[src/filter_cfg_pkg.sv]
// Purpose: constants and carrier types for the switch input filter config block
// Assumes: 40 MHz clock, APB register access with 32-bit data
// Notes: one config word plus one status word
`default_nettype none
package filter_cfg_pkg;
  // register byte offsets
  localparam logic [7:0] cfg_offset = 8'h00;
  localparam logic [7:0] state_offset = 8'h04;
  // field positions in the config word
  localparam int input0_wetting_diag_enable_pos = 18;
  localparam int supply_measure_enable_pos = 17;
  localparam int thermal_cut_disable_group_a_pos = 16;
  localparam int debounce_depth_hi = 15;
  localparam int debounce_depth_lo = 14;
  localparam int thermal_cut_disable_group_b_pos = 13;
  localparam logic [31:0] cfg_reset = 32'h0000_0000;
  localparam logic [31:0] cfg_write_mask = 32'h0007_E000;
  // wetting current codes
  localparam logic [2:0] wet_2ma = 3'h2;
  localparam logic [2:0] wet_10ma = 3'h4;
  localparam logic [2:0] wet_15ma = 3'h5;

  typedef struct packed {
    logic input0_wetting_diag_enable;
    logic supply_measure_enable;
    logic thermal_cut_disable_group_a;
    logic [1:0] debounce_depth;
    logic thermal_cut_disable_group_b;
  } cfg_t;

  typedef struct packed {
    logic [31:0] paddr;
    logic psel;
    logic penable;
    logic pwrite;
    logic [31:0] pwdata;
  } apb_req_t;
endpackage : filter_cfg_pkg
`default_nettype wire

[src/debounce_lane.sv]
// Purpose: debounce filter for one switch input
// Assumes: sample_strobe_in pulses once per new sample
// Notes: depth 0 passes every sample straight through
`timescale 1ns/1ps
`default_nettype none
module debounce_lane (
  input wire logic clk_in,
  input wire logic resetn_in,
  input wire logic sample_strobe_in,
  input wire logic sample_in,
  input wire logic [1:0] depth_in,
  output logic valid_out,
  output logic accept_out
);
  logic last_sample;
  logic seen;
  logic [1:0] run;
  logic [1:0] next_run;

  // run length counts equal samples beyond the first, saturating at 3
  // the reset value of last_sample is no real sample, so the first strobe starts a run
  always_comb begin
    if (!seen || sample_in != last_sample) begin
      next_run = 2'h0; // restart the run on change
    end else if (run == 2'h3) begin
      next_run = run;
    end else begin
      next_run = run + 2'h1;
    end
  end

  always_ff @(posedge clk_in or negedge resetn_in) begin
    if (!resetn_in) begin
      last_sample <= 1'b0;
      seen <= 1'b0;
      run <= 2'h0;
    end else if (sample_strobe_in) begin
      last_sample <= sample_in;
      seen <= 1'b1;
      run <= next_run;
    end
  end

  // accept when depth extra equal samples seen; else hold last valid
  assign accept_out = sample_strobe_in && (next_run >= depth_in);

  always_ff @(posedge clk_in or negedge resetn_in) begin
    if (!resetn_in) begin
      valid_out <= 1'b0;
    end else if (accept_out) begin
      valid_out <= sample_in; // only accepted samples go on
    end
  end
endmodule // debounce_lane
`default_nettype wire

[src/switch_input_filter_config.sv]
// Purpose: config register slice with debounce, supply measure and thermal cut control
// Assumes: APB slave, zero wait states, inputs synchronous to clk_in
// Notes: state word at offset 4 shows filtered inputs and cut status
//
// Implementation choices: the APB slave port and the placing of the registers.
`timescale 1ns/1ps
`default_nettype none
// Notes on behaviour
// - depth field bits 15-14: 0 every sample, 1..3 need 2..4 equal samples
// - only filter-accepted samples go to threshold evaluation; depth resets to zero
// - bit 17 set requests supply measurement at each polling cycle end
// - bit 16 clear: thermal warning cuts group a 10/15 mA inputs to 2 mA
// - bit 13 clear: thermal warning cuts group b 10/15 mA inputs to 2 mA
// - bit 18 enables wetting diagnostic for switch input zero; resets clear
module switch_input_filter_config #(
  parameter int num_inputs = 4
) (
  input wire logic clk_in,
  input wire logic resetn_in,
  input wire filter_cfg_pkg::apb_req_t apb_in,
  output logic [31:0] prdata_out,
  output logic pready_out,
  output logic pslverr_out,
  input wire logic sample_strobe_in,
  input wire logic [num_inputs-1:0] raw_sample_in,
  input wire logic [num_inputs-1:0] source_input_group_in,
  input wire logic [num_inputs*3-1:0] wet_setting_in,
  input wire logic thermal_warning_event_in,
  input wire logic poll_end_in,
  output logic [num_inputs-1:0] eval_sample_out,
  output logic [num_inputs-1:0] eval_valid_out,
  output logic [num_inputs*3-1:0] wet_applied_out,
  output logic supply_measure_start_out,
  output logic input0_wetting_diag_out
);
  import filter_cfg_pkg::*;

  cfg_t cfg;
  logic [num_inputs-1:0] accept;
  logic [num_inputs-1:0] cut_active;
  logic [31:0] cfg_word;
  logic wr_en;
  logic rd_sel;

  // returns true when the address hits a mapped register
  function automatic logic is_mapped(input logic [31:0] a);
    return (a == {24'h00_0000, cfg_offset}) || (a == {24'h00_0000, state_offset});
  endfunction

  ////////////////////////////////////////////////////////////////////////////////
  // apb slave: zero wait states, unmapped reads zero with pslverr
  assign pready_out = 1'b1;
  assign wr_en = apb_in.psel && apb_in.penable && apb_in.pwrite
    && (apb_in.paddr == {24'h00_0000, cfg_offset});
  assign rd_sel = apb_in.psel && apb_in.penable;
  assign pslverr_out = rd_sel && !is_mapped(apb_in.paddr);

  always_comb begin
    cfg_word = cfg_reset;
    cfg_word[input0_wetting_diag_enable_pos] = cfg.input0_wetting_diag_enable;
    cfg_word[supply_measure_enable_pos] = cfg.supply_measure_enable;
    cfg_word[thermal_cut_disable_group_a_pos] = cfg.thermal_cut_disable_group_a;
    cfg_word[debounce_depth_hi:debounce_depth_lo] = cfg.debounce_depth;
    cfg_word[thermal_cut_disable_group_b_pos] = cfg.thermal_cut_disable_group_b;
  end

  // all fields clear at reset, so filter starts bypassed
  always_ff @(posedge clk_in or negedge resetn_in) begin
    if (!resetn_in) begin
      cfg <= '0;
    end else if (wr_en) begin
      cfg.input0_wetting_diag_enable <= apb_in.pwdata[input0_wetting_diag_enable_pos];
      cfg.supply_measure_enable <= apb_in.pwdata[supply_measure_enable_pos];
      cfg.thermal_cut_disable_group_a <= apb_in.pwdata[thermal_cut_disable_group_a_pos];
      cfg.debounce_depth <= apb_in.pwdata[debounce_depth_hi:debounce_depth_lo];
      cfg.thermal_cut_disable_group_b <= apb_in.pwdata[thermal_cut_disable_group_b_pos];
    end
  end

  // read data registered from the setup phase so it is stable in access
  always_ff @(posedge clk_in or negedge resetn_in) begin
    if (!resetn_in) begin
      prdata_out <= 32'h0000_0000;
    end else if (apb_in.psel && !apb_in.penable) begin
      if (apb_in.paddr == {24'h00_0000, cfg_offset}) begin
        prdata_out <= cfg_word;
      end else if (apb_in.paddr == {24'h00_0000, state_offset}) begin
        prdata_out <= 32'({cut_active, eval_sample_out});
      end else begin
        prdata_out <= 32'h0000_0000;
      end
    end
  end

  ////////////////////////////////////////////////////////////////////////////////
  // one debounce lane per input
  for (genvar i = 0; i < num_inputs; i++) begin : g_lane
    debounce_lane u_lane (
      .clk_in(clk_in),
      .resetn_in(resetn_in),
      .sample_strobe_in(sample_strobe_in),
      .sample_in(raw_sample_in[i]),
      .depth_in(cfg.debounce_depth),
      .valid_out(eval_sample_out[i]),
      .accept_out(accept[i])
    );
  end

  // pulse marks a freshly accepted sample for threshold evaluation
  always_ff @(posedge clk_in or negedge resetn_in) begin
    if (!resetn_in) begin
      eval_valid_out <= '0;
    end else begin
      eval_valid_out <= accept;
    end
  end

  ////////////////////////////////////////////////////////////////////////////////
  // thermal cut: group b is the source group, group a the rest
  for (genvar i = 0; i < num_inputs; i++) begin : g_cut
    logic high_setting;
    logic cut_allowed;
    assign high_setting = (wet_setting_in[i*3 +: 3] == wet_10ma)
      || (wet_setting_in[i*3 +: 3] == wet_15ma);
    assign cut_allowed = source_input_group_in[i] ? !cfg.thermal_cut_disable_group_b
      : !cfg.thermal_cut_disable_group_a;
    assign cut_active[i] = thermal_warning_event_in && high_setting && cut_allowed;
    always_ff @(posedge clk_in or negedge resetn_in) begin
      if (!resetn_in) begin
        wet_applied_out[i*3 +: 3] <= 3'h0;
      end else begin
        wet_applied_out[i*3 +: 3] <= cut_active[i] ? wet_2ma : wet_setting_in[i*3 +: 3];
      end
    end
  end

  // measurement request only at poll end while enabled
  always_ff @(posedge clk_in or negedge resetn_in) begin
    if (!resetn_in) begin
      supply_measure_start_out <= 1'b0;
    end else begin
      supply_measure_start_out <= poll_end_in && cfg.supply_measure_enable;
    end
  end

  assign input0_wetting_diag_out = cfg.input0_wetting_diag_enable;

  ////////////////////////////////////////////////////////////////////////////////
  // supply measurement requests
  a_measure_gate: assert property (@(posedge clk_in) disable iff (!resetn_in)
    supply_measure_start_out |-> $past(poll_end_in) && $past(cfg.supply_measure_enable))
    else $error("supply measure started without enable and poll end");
  a_measure_fires: assert property (@(posedge clk_in) disable iff (!resetn_in)
    poll_end_in && cfg.supply_measure_enable |=> supply_measure_start_out)
    else $error("supply measure missed");
  a_supply_quiet: assert property (@(posedge clk_in) disable iff (!resetn_in)
    !cfg.supply_measure_enable |=> !supply_measure_start_out)
    else $error("supply measure started while disabled");

  // config register and its read path
  a_cfg_hold: assert property (@(posedge clk_in) disable iff (!resetn_in)
    !wr_en |=> $stable(cfg))
    else $error("config changed without a write");
  a_state_write: assert property (@(posedge clk_in) disable iff (!resetn_in)
    apb_in.psel && apb_in.penable && apb_in.pwrite
    && apb_in.paddr != {24'h00_0000, cfg_offset} |=> $stable(cfg))
    else $error("config changed by a write elsewhere");
  a_cfg_read: assert property (@(posedge clk_in) disable iff (!resetn_in)
    apb_in.psel && !apb_in.penable && apb_in.paddr == {24'h00_0000, cfg_offset}
    |=> prdata_out[debounce_depth_hi:debounce_depth_lo] == $past(cfg.debounce_depth))
    else $error("depth field read back wrong");
  a_unmapped_zero: assert property (@(posedge clk_in) disable iff (!resetn_in)
    apb_in.psel && !apb_in.penable && !is_mapped(apb_in.paddr)
    |=> prdata_out == 32'h0000_0000)
    else $error("unmapped read returned data");

  // thermal cut: input 0 stands for group a and input 1 for group b
  // settings below 10 mA are left alone, so only the high codes arm the cut
  a_cut_group_a: assert property (@(posedge clk_in) disable iff (!resetn_in)
    thermal_warning_event_in && !source_input_group_in[0] && !cfg.thermal_cut_disable_group_a
    && (wet_setting_in[2:0] == wet_10ma || wet_setting_in[2:0] == wet_15ma)
    |=> wet_applied_out[2:0] == wet_2ma)
    else $error("group a cut missing");
  a_keep_group_a: assert property (@(posedge clk_in) disable iff (!resetn_in)
    !source_input_group_in[0] && cfg.thermal_cut_disable_group_a
    |=> wet_applied_out[2:0] == $past(wet_setting_in[2:0]))
    else $error("group a cut while disabled");
  a_cut_group_b: assert property (@(posedge clk_in) disable iff (!resetn_in)
    thermal_warning_event_in && source_input_group_in[1] && !cfg.thermal_cut_disable_group_b
    && (wet_setting_in[5:3] == wet_10ma || wet_setting_in[5:3] == wet_15ma)
    |=> wet_applied_out[5:3] == wet_2ma)
    else $error("group b cut missing");
  a_keep_group_b: assert property (@(posedge clk_in) disable iff (!resetn_in)
    source_input_group_in[1] && cfg.thermal_cut_disable_group_b
    |=> wet_applied_out[5:3] == $past(wet_setting_in[5:3]))
    else $error("group b cut while disabled");
  a_cut_idle: assert property (@(posedge clk_in) disable iff (!resetn_in)
    resetn_in && !thermal_warning_event_in
    |=> wet_applied_out == $past(wet_setting_in))
    else $error("wetting code changed without a warning");

  // debounce filter, watched on lane 0 (all lanes in a_eval_only), and the diagnostic enable write
  a_bypass_pass: assert property (@(posedge clk_in) disable iff (!resetn_in)
    sample_strobe_in && cfg.debounce_depth == 2'h0
    |=> eval_sample_out[0] == $past(raw_sample_in[0]))
    else $error("bypass filter did not pass sample");
  a_depth_full: assert property (@(posedge clk_in) disable iff (!resetn_in)
    sample_strobe_in && cfg.debounce_depth == 2'h3 && g_lane[0].u_lane.run == 2'h1
    && raw_sample_in[0] == g_lane[0].u_lane.last_sample |=> !eval_valid_out[0])
    else $error("depth three accepted a third sample");
  a_accept_passes: assert property (@(posedge clk_in) disable iff (!resetn_in)
    accept[0] |=> eval_valid_out[0] && eval_sample_out[0] == $past(raw_sample_in[0]))
    else $error("accepted sample not passed on");
  a_depth_hold: assert property (@(posedge clk_in) disable iff (!resetn_in)
    sample_strobe_in && raw_sample_in[0] != g_lane[0].u_lane.last_sample
    && cfg.debounce_depth != 2'h0 |=> $stable(eval_sample_out[0]))
    else $error("changed sample accepted too early");
  a_diag_follow: assert property (@(posedge clk_in) disable iff (!resetn_in)
    wr_en |=> input0_wetting_diag_out == $past(apb_in.pwdata[input0_wetting_diag_enable_pos]))
    else $error("diagnostic enable not written");
  a_eval_only: assert property (@(posedge clk_in) disable iff (!resetn_in)
    !$past(sample_strobe_in) |-> $stable(eval_sample_out) && eval_valid_out == '0)
    else $error("evaluation changed without accepted sample");
endmodule // switch_input_filter_config
`default_nettype wire

[config.mk]
export PLATFORM = sky130hd
export DESIGN_NAME = switch_input_filter_config
export DESIGN_NICKNAME = d
export VERILOG_FILES = /design/src/filter_cfg_pkg.sv /design/src/debounce_lane.sv /design/src/switch_input_filter_config.sv
export SDC_FILE = /design/constraint.sdc
export NUM_CORES = 1
export LEC_CHECK = 0
export BUFFER_PORTS_ARGS = -buffer_cell sky130_fd_sc_hd__buf_4
export CORE_MARGIN = 2
export CORE_UTILIZATION = 48
export CTS_CLUSTER_DIAMETER = 60
export DETAILED_ROUTE_END_ITERATION = 7
export HOLD_SLACK_MARGIN = 0.1
export PLACE_DENSITY = 0.85
export SLEW_MARGIN = 20
export SYNTH_ARGS = -nofsm -noshare
export SYNTH_HDL_FRONTEND = slang
export SYNTH_HIERARCHICAL = 1
export SYNTH_SLANG_ARGS = --single-unit
[constraint.sdc]
create_clock -name clk_in -period 4.86 [get_ports clk_in]
set_input_delay 1.215 -clock clk_in [delete_from_list [all_inputs] [get_ports clk_in]]
set_output_delay 1.215 -clock clk_in [all_outputs]
set_load 0.05 [all_outputs]
==> results of run 1 <==
==> final timing paths <==
kind	from	endpoint	slack [ns]	cells after the start
min in group asynchronous	resetn_in	cfg[0]$_DFFE_PN0P_	0.92	1
setup / recovery	apb_in[48]	pslverr_out	1.25	5
hold reg to reg	g_lane[2].u_lane/seen$_DFFE_PN0P_	g_lane[2].u_lane/seen$_DFFE_PN0P_	0.50	1
hold / removal	g_lane[2].u_lane/seen$_DFFE_PN0P_	g_lane[2].u_lane/seen$_DFFE_PN0P_	0.50	1
setup reg to reg	g_lane[2].u_lane/last_sample$_DFFE_PN0P_	g_lane[2].u_lane/valid_out$_DFFE_PN0P_	3.13	6
max in group asynchronous	resetn_in	g_lane[3].u_lane/last_sample$_DFFE_PN0P_	3.46	1
==> placed cells by master, fill, tap and decap left out, types with 3 or more instances in the layout <==
cell / n
inv_1: 9
clkinv_2: 3
xnor2_1: 4
and2_1: 17
mux2_2: 10
nor3_1: 3
o211ai_1: 4
a22o_1: 4
a31o_2: 10
a21oi_1: 8
nor2_2: 4
nand4b_1: 4
nor3b_2: 4
dfrtp_1: 57
clkbuf_8: 11
nand2b_1: 5
ha_1: 8
buf_4: 102
nor4_1: 7
conb_1: 19
mux2_4: 4
nor2_1: 12
mux2i_1: 8
or2_2: 4
o21ai_2: 4
nand2_1: 4
==> cell type report <==
| type | instances | area [um2] |
|---|---|---|
| Clock inverter | 5 | 30.0 |
| Timing Repair Buffer | 102 | 766 |
| Sequential cell | 57 | 1430 |
| Clock buffer | 11 | 151 |
| Inverter | 9 | 33.8 |
| Multi-Input combinational cell | 155 | 1150 |
| Fill cell | 405 | 1830 |
| Tap cell | 72 | 90.1 |
==> worst register-to-register path: stages (launching register included) <==
cell,delay [ns]
dfrtp_1,0.38
xnor2_1,0.21
o211ai_1,0.16
ha_1,0.31
nor3b_2,0.19
nor2_2,0.08
mux2_4,0.29
==> metrics by stage <==
stage	worst slack (ns)	utilization, %
after global routing	1.08	66.6
after floorplan	1.51	-
after global placement	1.27	63.3
after detailed placement	1.25	63.3
after CTS	1.25	66.6
final	1.25	66.6
==> flip-flops by register name (all words and copies together) (netlist names) <==
signal	count
prdata_out	14
input0_wetting_diag_out	1
g_lane.u_lane/valid_out	4
g_lane.u_lane/last_sample	4
wet_applied_out	12
g_lane.u_lane/seen	4
g_lane.u_lane/run	8
supply_measure_start_out	1
eval_valid_out	4
cfg	5
==> metal layers <==
layer	part of all wire (%)	track usage (%)	vias to the layer above
li1	-	-	977
met1	42	24.2	961
met2	49	33.2	80
met3	7.0	4.43	16
met4	2.2	9.83	0
met5	0	0	-
==> report_power, final <==
part | total (mW) | switching, mW | internal (mW)
Clock | 0.394 | 0.185 | 0.209
Sequential | 0.553 | 0.0316 | 0.522
Combinational | 0.342 | 0.213 | 0.128
Total | 1.29 | 0.430 | 0.860
==> synth_stat cells, drive strengths merged <==
cell type and number:
mux2 14, nor4 8, nor3b 4, nor2b 1, nor3 3, ha 8
a31o 10, clkbuf 1, nand3 1, a21oi 8, and2 19, mux2i 8
inv 9, dfrtp 57, or2 4, o21ai 4, xnor2 4, a22o 4
conb 2, nand2b 5, nor2 16, nand4b 4, nand2 4, o211a 1
buf 20, nand4 2, o211ai 4
==> cells by family after synthesis <==
logic type                 after synthesis  synth area share, %
and+or+nand+nor                         71                 16.7
DFF                                     57                 53.0
AOI/OAI and AO/OA                       31                 8.83
buffers and inverters                   30                 6.83
muxes                                   22                 9.39
adders and majority gates                8                 3.72
xor gates and xnor gates                 4                 1.30
other                                    2                0.279
==> key figures, run 1 <==
Timing
  – Worst-Margin Slew: 0.950 ns
  – Number of hold violations in the final report: 0
  – Final worst path period share: 74.3%
  – Final setup TNS: 0 ns
  – Final Skew: 0.00561 ns
  – Worst hold margin: 0.504 ns
  – RSZ-0062 raised after global routing: false
  – Minimum clock period: 3.61 ns
  – Slew Viols, Final: 0
  – Fmax: 277 MHz
  – Max-slew headroom: 36.2%
  – Final setup violation count: 0

Setup path
  – Crit. End Element: primary output
  – Critical path class: in -> out
  – Slowest cell on crit path: nor4_1
  – Crit path arrival time: 2.40 ns
  – Crit-path max cell delay: 0.32 ns
  – Crit-path cells: buf_4 -> nor4_1 -> nand4_1 -> o211a_1 -> buf_4
  – Critical path buffers and inverters: 2
  – Crit path max-delay family: simple AND/OR/NAND/NOR gates
  – CP Launch Type: primary input
  – CP max FO: 4
  – Crit path top cell by count: buf_4
  – Critical path required time: 3.64 ns

Status
  – Status: finished clean

Synth
  – Register area share after synthesis: 53.0%
  – Largest cells by area after synthesis: dfrtp_1, buf_4, mux2_2
  – Syn. warnings: 6
  – Post-Synthesis Cells: 225
  – Mean Syn Cell Area: 12.0 um2
  – Synth area leader: dfrtp_1
  – Share of Yosys cell area claimed by the top area cell type: 53.0%
  – Unique masters post-synth: 32
  – FF+latch count, synth: 57
  – Post-synthesis instance area: 0.00269 mm2

Placement
  – Post-Place Cells: 395
  – Buffers on Ports: 102
  – Detailed Place HPWL: 4380 um
  – Dpl cell area: 0.00346 mm2
  – Routability cong.: 0.727

Die
  – Io pins: 148
  – Starting Density: 49.2%
  – Die width: 78.9 um
  – Site row count: 27
  – Die area: 0.00622 mm2
  – Die H: 78.9 um
  – Core Region: 0.00547 mm2

Power
  – Leak pwr: 1.81 nW
  – Max VDD drop: 0.225 mV
  – Total Power: 1.29 mW
  – Pwr per Cell Area: 354 mW/mm2

Route
  – Drc violations: 0
  – Vias: 2,034
  – Avg Vias per Cell: 4.95
  – DRT iter0 DRCs: 67
  – Routed len/inst: 14.2 um
  – Antenna Nets Post-Route: 0
  – Pre-Repair DR Iteration Count: 4
  – Routed WL: 5850 um

Clock network
  – CTS tree: yes
  – CTS sink cnt: 57
  – Post_cts resized: 0
  – Clock root buffer: clkbuf_8
  – CTS Buf Count: 9
  – Clock Latency Late Sink: 0.33 ns
  – Hold Buf Count CTS: 0
  – CTS clk-pin slew, worst paths: 0.06 ns
  – CTS HTree Levels: 3
  – Post CTS Setup Buffer Count: 0
  – CTS Buffer Depth: 2

Finish
  – Layout Area Growth over Synthesis: 35.3%
  – Layout Cells excl Fill: 411
  – NumNets Final: 434
  – Share of layout cells above drive strength 1: 46.9%
  – Post-route cell area: 0.00364 mm2
  – Ant. Diodes: 0

GRT
  – Initial antenna violation count: 0
  – GR Util All Layers: 19.8%
  – Number of global-route vias before repair: 2,038
  – First-pass GRT wire length: 9520 um
  – Global route total overflow: 0
  – Largest net degree at the start of global routing: 58

Min path
  – Hold Path Class: reg -> reg

Flow run
  – Max Cap Violations: 0
Power figures use the tool's default switching activity.
==> run 2: changes to the inputs <==
--- a/config.mk
+++ b/config.mk
@@ -7,11 +7,11 @@
 export LEC_CHECK = 0
 export BUFFER_PORTS_ARGS = -buffer_cell sky130_fd_sc_hd__buf_4
 export CORE_MARGIN = 2
-export CORE_UTILIZATION = 48
+export CORE_UTILIZATION = 40
 export CTS_CLUSTER_DIAMETER = 60
 export DETAILED_ROUTE_END_ITERATION = 7
 export HOLD_SLACK_MARGIN = 0.1
-export PLACE_DENSITY = 0.85
+export PLACE_DENSITY = 0.76
 export SLEW_MARGIN = 20
 export SYNTH_ARGS = -nofsm -noshare
 export SYNTH_HDL_FRONTEND = slang
==> constraint.sdc (replaced) <==
create_clock -name clk_in -period 3.1 [get_ports clk_in]
set_input_delay 0.775 -clock clk_in [delete_from_list [all_inputs] [get_ports clk_in]]
set_output_delay 0.775 -clock clk_in [all_outputs]
set_load 0.05 [all_outputs]
==> run 2 against run 1 <==
Combinational power grew 56%. First-iteration DRC count shrank 9.0%. Setup slack lost 0.91 ns. Via count grew 1.1%. Count of clock-buffer cells in the layout grew 3. Routed wire length grew 0.96%. Final area grew 0.69%. Critical path depth is the same. Final cell count grew 1.5%. Critical path type unchanged. Clock power grew 66%. Register-to-register slack lost 1.8 ns. Die area grew 19%.
==> key figures, run 2 (same netlist as run 1, synthesis figures left out) <==
Timing
  – RSZ-0062 raised after global routing: false
  – Final Skew: 0.00773 ns (+0.00211 ns)
  – Fmax: 362 MHz
  – Max-slew headroom: 52.0% (+16 points)
  – Worst-Margin Slew: 0.714 ns (-0.235 ns)
  – Final setup violation count: 0 (unchanged)
  – Slew Viols, Final: 0 (unchanged)
  – Final setup TNS: 0 ns (unchanged)
  – Final worst path period share: 89.1%
  – Number of hold violations in the final report: 0 (unchanged)
  – Minimum clock period: 2.76 ns

Die
  – Core Region: 0.00642 mm2 (+17%)
  – Starting Density: 41.9% (-7.3 points)
  – Die area: 0.00740 mm2 (+19%)
  – Io pins: 148 (unchanged)
  – Site row count: 29 (+7.4%)
  – Die H: 86.0 um (+9.1%)
  – Die width: 86.0 um (+9.1%)

Clock network
  – CTS clk-pin slew, worst paths: 0.06 ns (about the same)
  – CTS Buf Count: 9 (unchanged)
  – Clock Latency Late Sink: 0.33 ns (about the same)
  – CTS sink cnt: 57 (unchanged)
  – Hold Buf Count CTS: 0 (unchanged)
  – Post CTS Setup Buffer Count: 0 (unchanged)
  – CTS tree: yes
  – Post_cts resized: 0 (unchanged)
  – CTS HTree Levels: 3 (unchanged)
  – CTS Buffer Depth: 2 (unchanged)
  – Clock root buffer: clkbuf_8

Setup path
  – Crit path arrival time: 1.99 ns (-0.41 ns)
  – CP max FO: 4 (unchanged)
  – Crit. End Element: primary output
  – Critical path class: in -> out
  – Critical path required time: 2.32 ns (-1.32 ns)
  – CP Launch Type: primary input

Route
  – Pre-Repair DR Iteration Count: 4 (unchanged)
  – Drc violations: 0 (unchanged)
  – Routed len/inst: 14.2 um (-0.50%)
  – Vias: 2,056 (+1.1%)
  – DRT iter0 DRCs: 61 (-9.0%)
  – Routed WL: 5910 um (+0.96%)
  – Avg Vias per Cell: 4.93 (-0.37%)
  – Antenna Nets Post-Route: 0 (unchanged)

Finish
  – Max FFs per register: 14 (unchanged)
  – Most common cell after layout, fill and taps aside: buf_4
  – Fillers: 546 (+35%)
  – Largest regs: prdata_out (14), wet_applied_out (12), g_lane.u_lane/run (8)
  – Multi-input gate area: 0.00115 mm2 (unchanged)
  – Most frequent cells in the layout: buf_4, dfrtp_1, conb_1
  – Top reg by flops: prdata_out
  – Ant. Diodes: 0 (unchanged)
  – NumNets Final: 435 (+0.23%)
  – Share of layout cells above drive strength 1: 46.8% (-0.14 points)
  – Register area: 0.00143 mm2 (unchanged)
  – Layout Area Growth over Synthesis: 36.2%

Placement
  – Buffers on Ports: 102 (unchanged)
  – Detailed Place HPWL: 4440 um (+1.3%)
  – Routability cong.: 0.779 (+7.1%)

GRT
  – First-pass GRT wire length: 9370 um (-1.5%)
  – Largest net degree at the start of global routing: 58 (unchanged)
  – Number of global-route vias before repair: 2,015 (-1.1%)
  – Global route total overflow: 0 (unchanged)
  – Initial antenna violation count: 0 (unchanged)
  – GR Util All Layers: 16.5% (-3.3 points)

Power
  – Max VDD drop: 0.311 mV (+38%)
  – Leak pwr: 1.83 nW (+0.93%)
  – Pwr per Cell Area: 561 mW/mm2 (+59%)
  – Total Power: 2.06 mW (+60%)

Flow run
  – Max Cap Violations: 0 (unchanged)

Status
  – Status: finished clean

Min path
  – Hold Path Class: in -> async
-- run 2: area by class of cell --
class	instances	area share, %
clock buffer	14	4.98
clock inverter	2	0.273
inverter	9	0.921
multi-input combinational	155	31.2
sequential	57	38.9
tap	77	2.63
timing repair buffer	103	21.1
-- run 2: per-layer routing --
layer	routed length, um	GRT usage (%)	vias to the layer above
met5	0	0	-
met4	174	9.24	0
met3	467	5.58	13
met2	2870	26.6	82
met1	2400	19.2	988
li1	-	-	973
-- run 2: where the power goes --
| part | leakage [nW] | switching (mW) | internal [mW] |
|---|---|---|---|
| clock | 0.102 | 0.281 | 0.375 |
| sequential | 0.710 | 0.0500 | 0.818 |
| combinational | 1.01 | 0.334 | 0.202 |
-- run 2: final timing paths --
path	start	slack, ns	cells past startpoint	to
min	resetn_in	0.49	1	cfg[3]$_DFFE_PN0P_
max reg2reg	g_lane[3].u_lane/last_sample$_DFFE_PN0P_	1.35	6	g_lane[3].u_lane/valid_out$_DFFE_PN0P_
min reg2reg	g_lane[2].u_lane/seen$_DFFE_PN0P_	0.51	1	g_lane[2].u_lane/seen$_DFFE_PN0P_
min in group clk_in	g_lane[2].u_lane/seen$_DFFE_PN0P_	0.51	1	g_lane[2].u_lane/seen$_DFFE_PN0P_
max in group asynchronous	resetn_in	2.12	1	prdata_out[17]$_DFFE_PN0P_
max	apb_in[48]	0.34	5	pslverr_out
-- run 2: stage by stage --
step,hold WS (ns),instance area (um2),util [%],setup slack (ns),instances
2_1_floorplan,0.463,2760,-,0.625,242
3_3_place_gp,0.483,3480,54.1,0.403,401
3_5_place_dp,0.487,3480,54.1,0.355,401
4_1_cts,0.509,3670,57.1,0.351,417
5_1_grt,0.540,3670,57.1,0.214,417
6_report,0.489,3670,57.1,0.337,417
-- run 2: worst max-delay path, cell delays in order --
cell	delay, ns
buf_4	0.11
nor4_1	0.32
nand4_1	0.29
o211a_1	0.30
buf_4	0.18
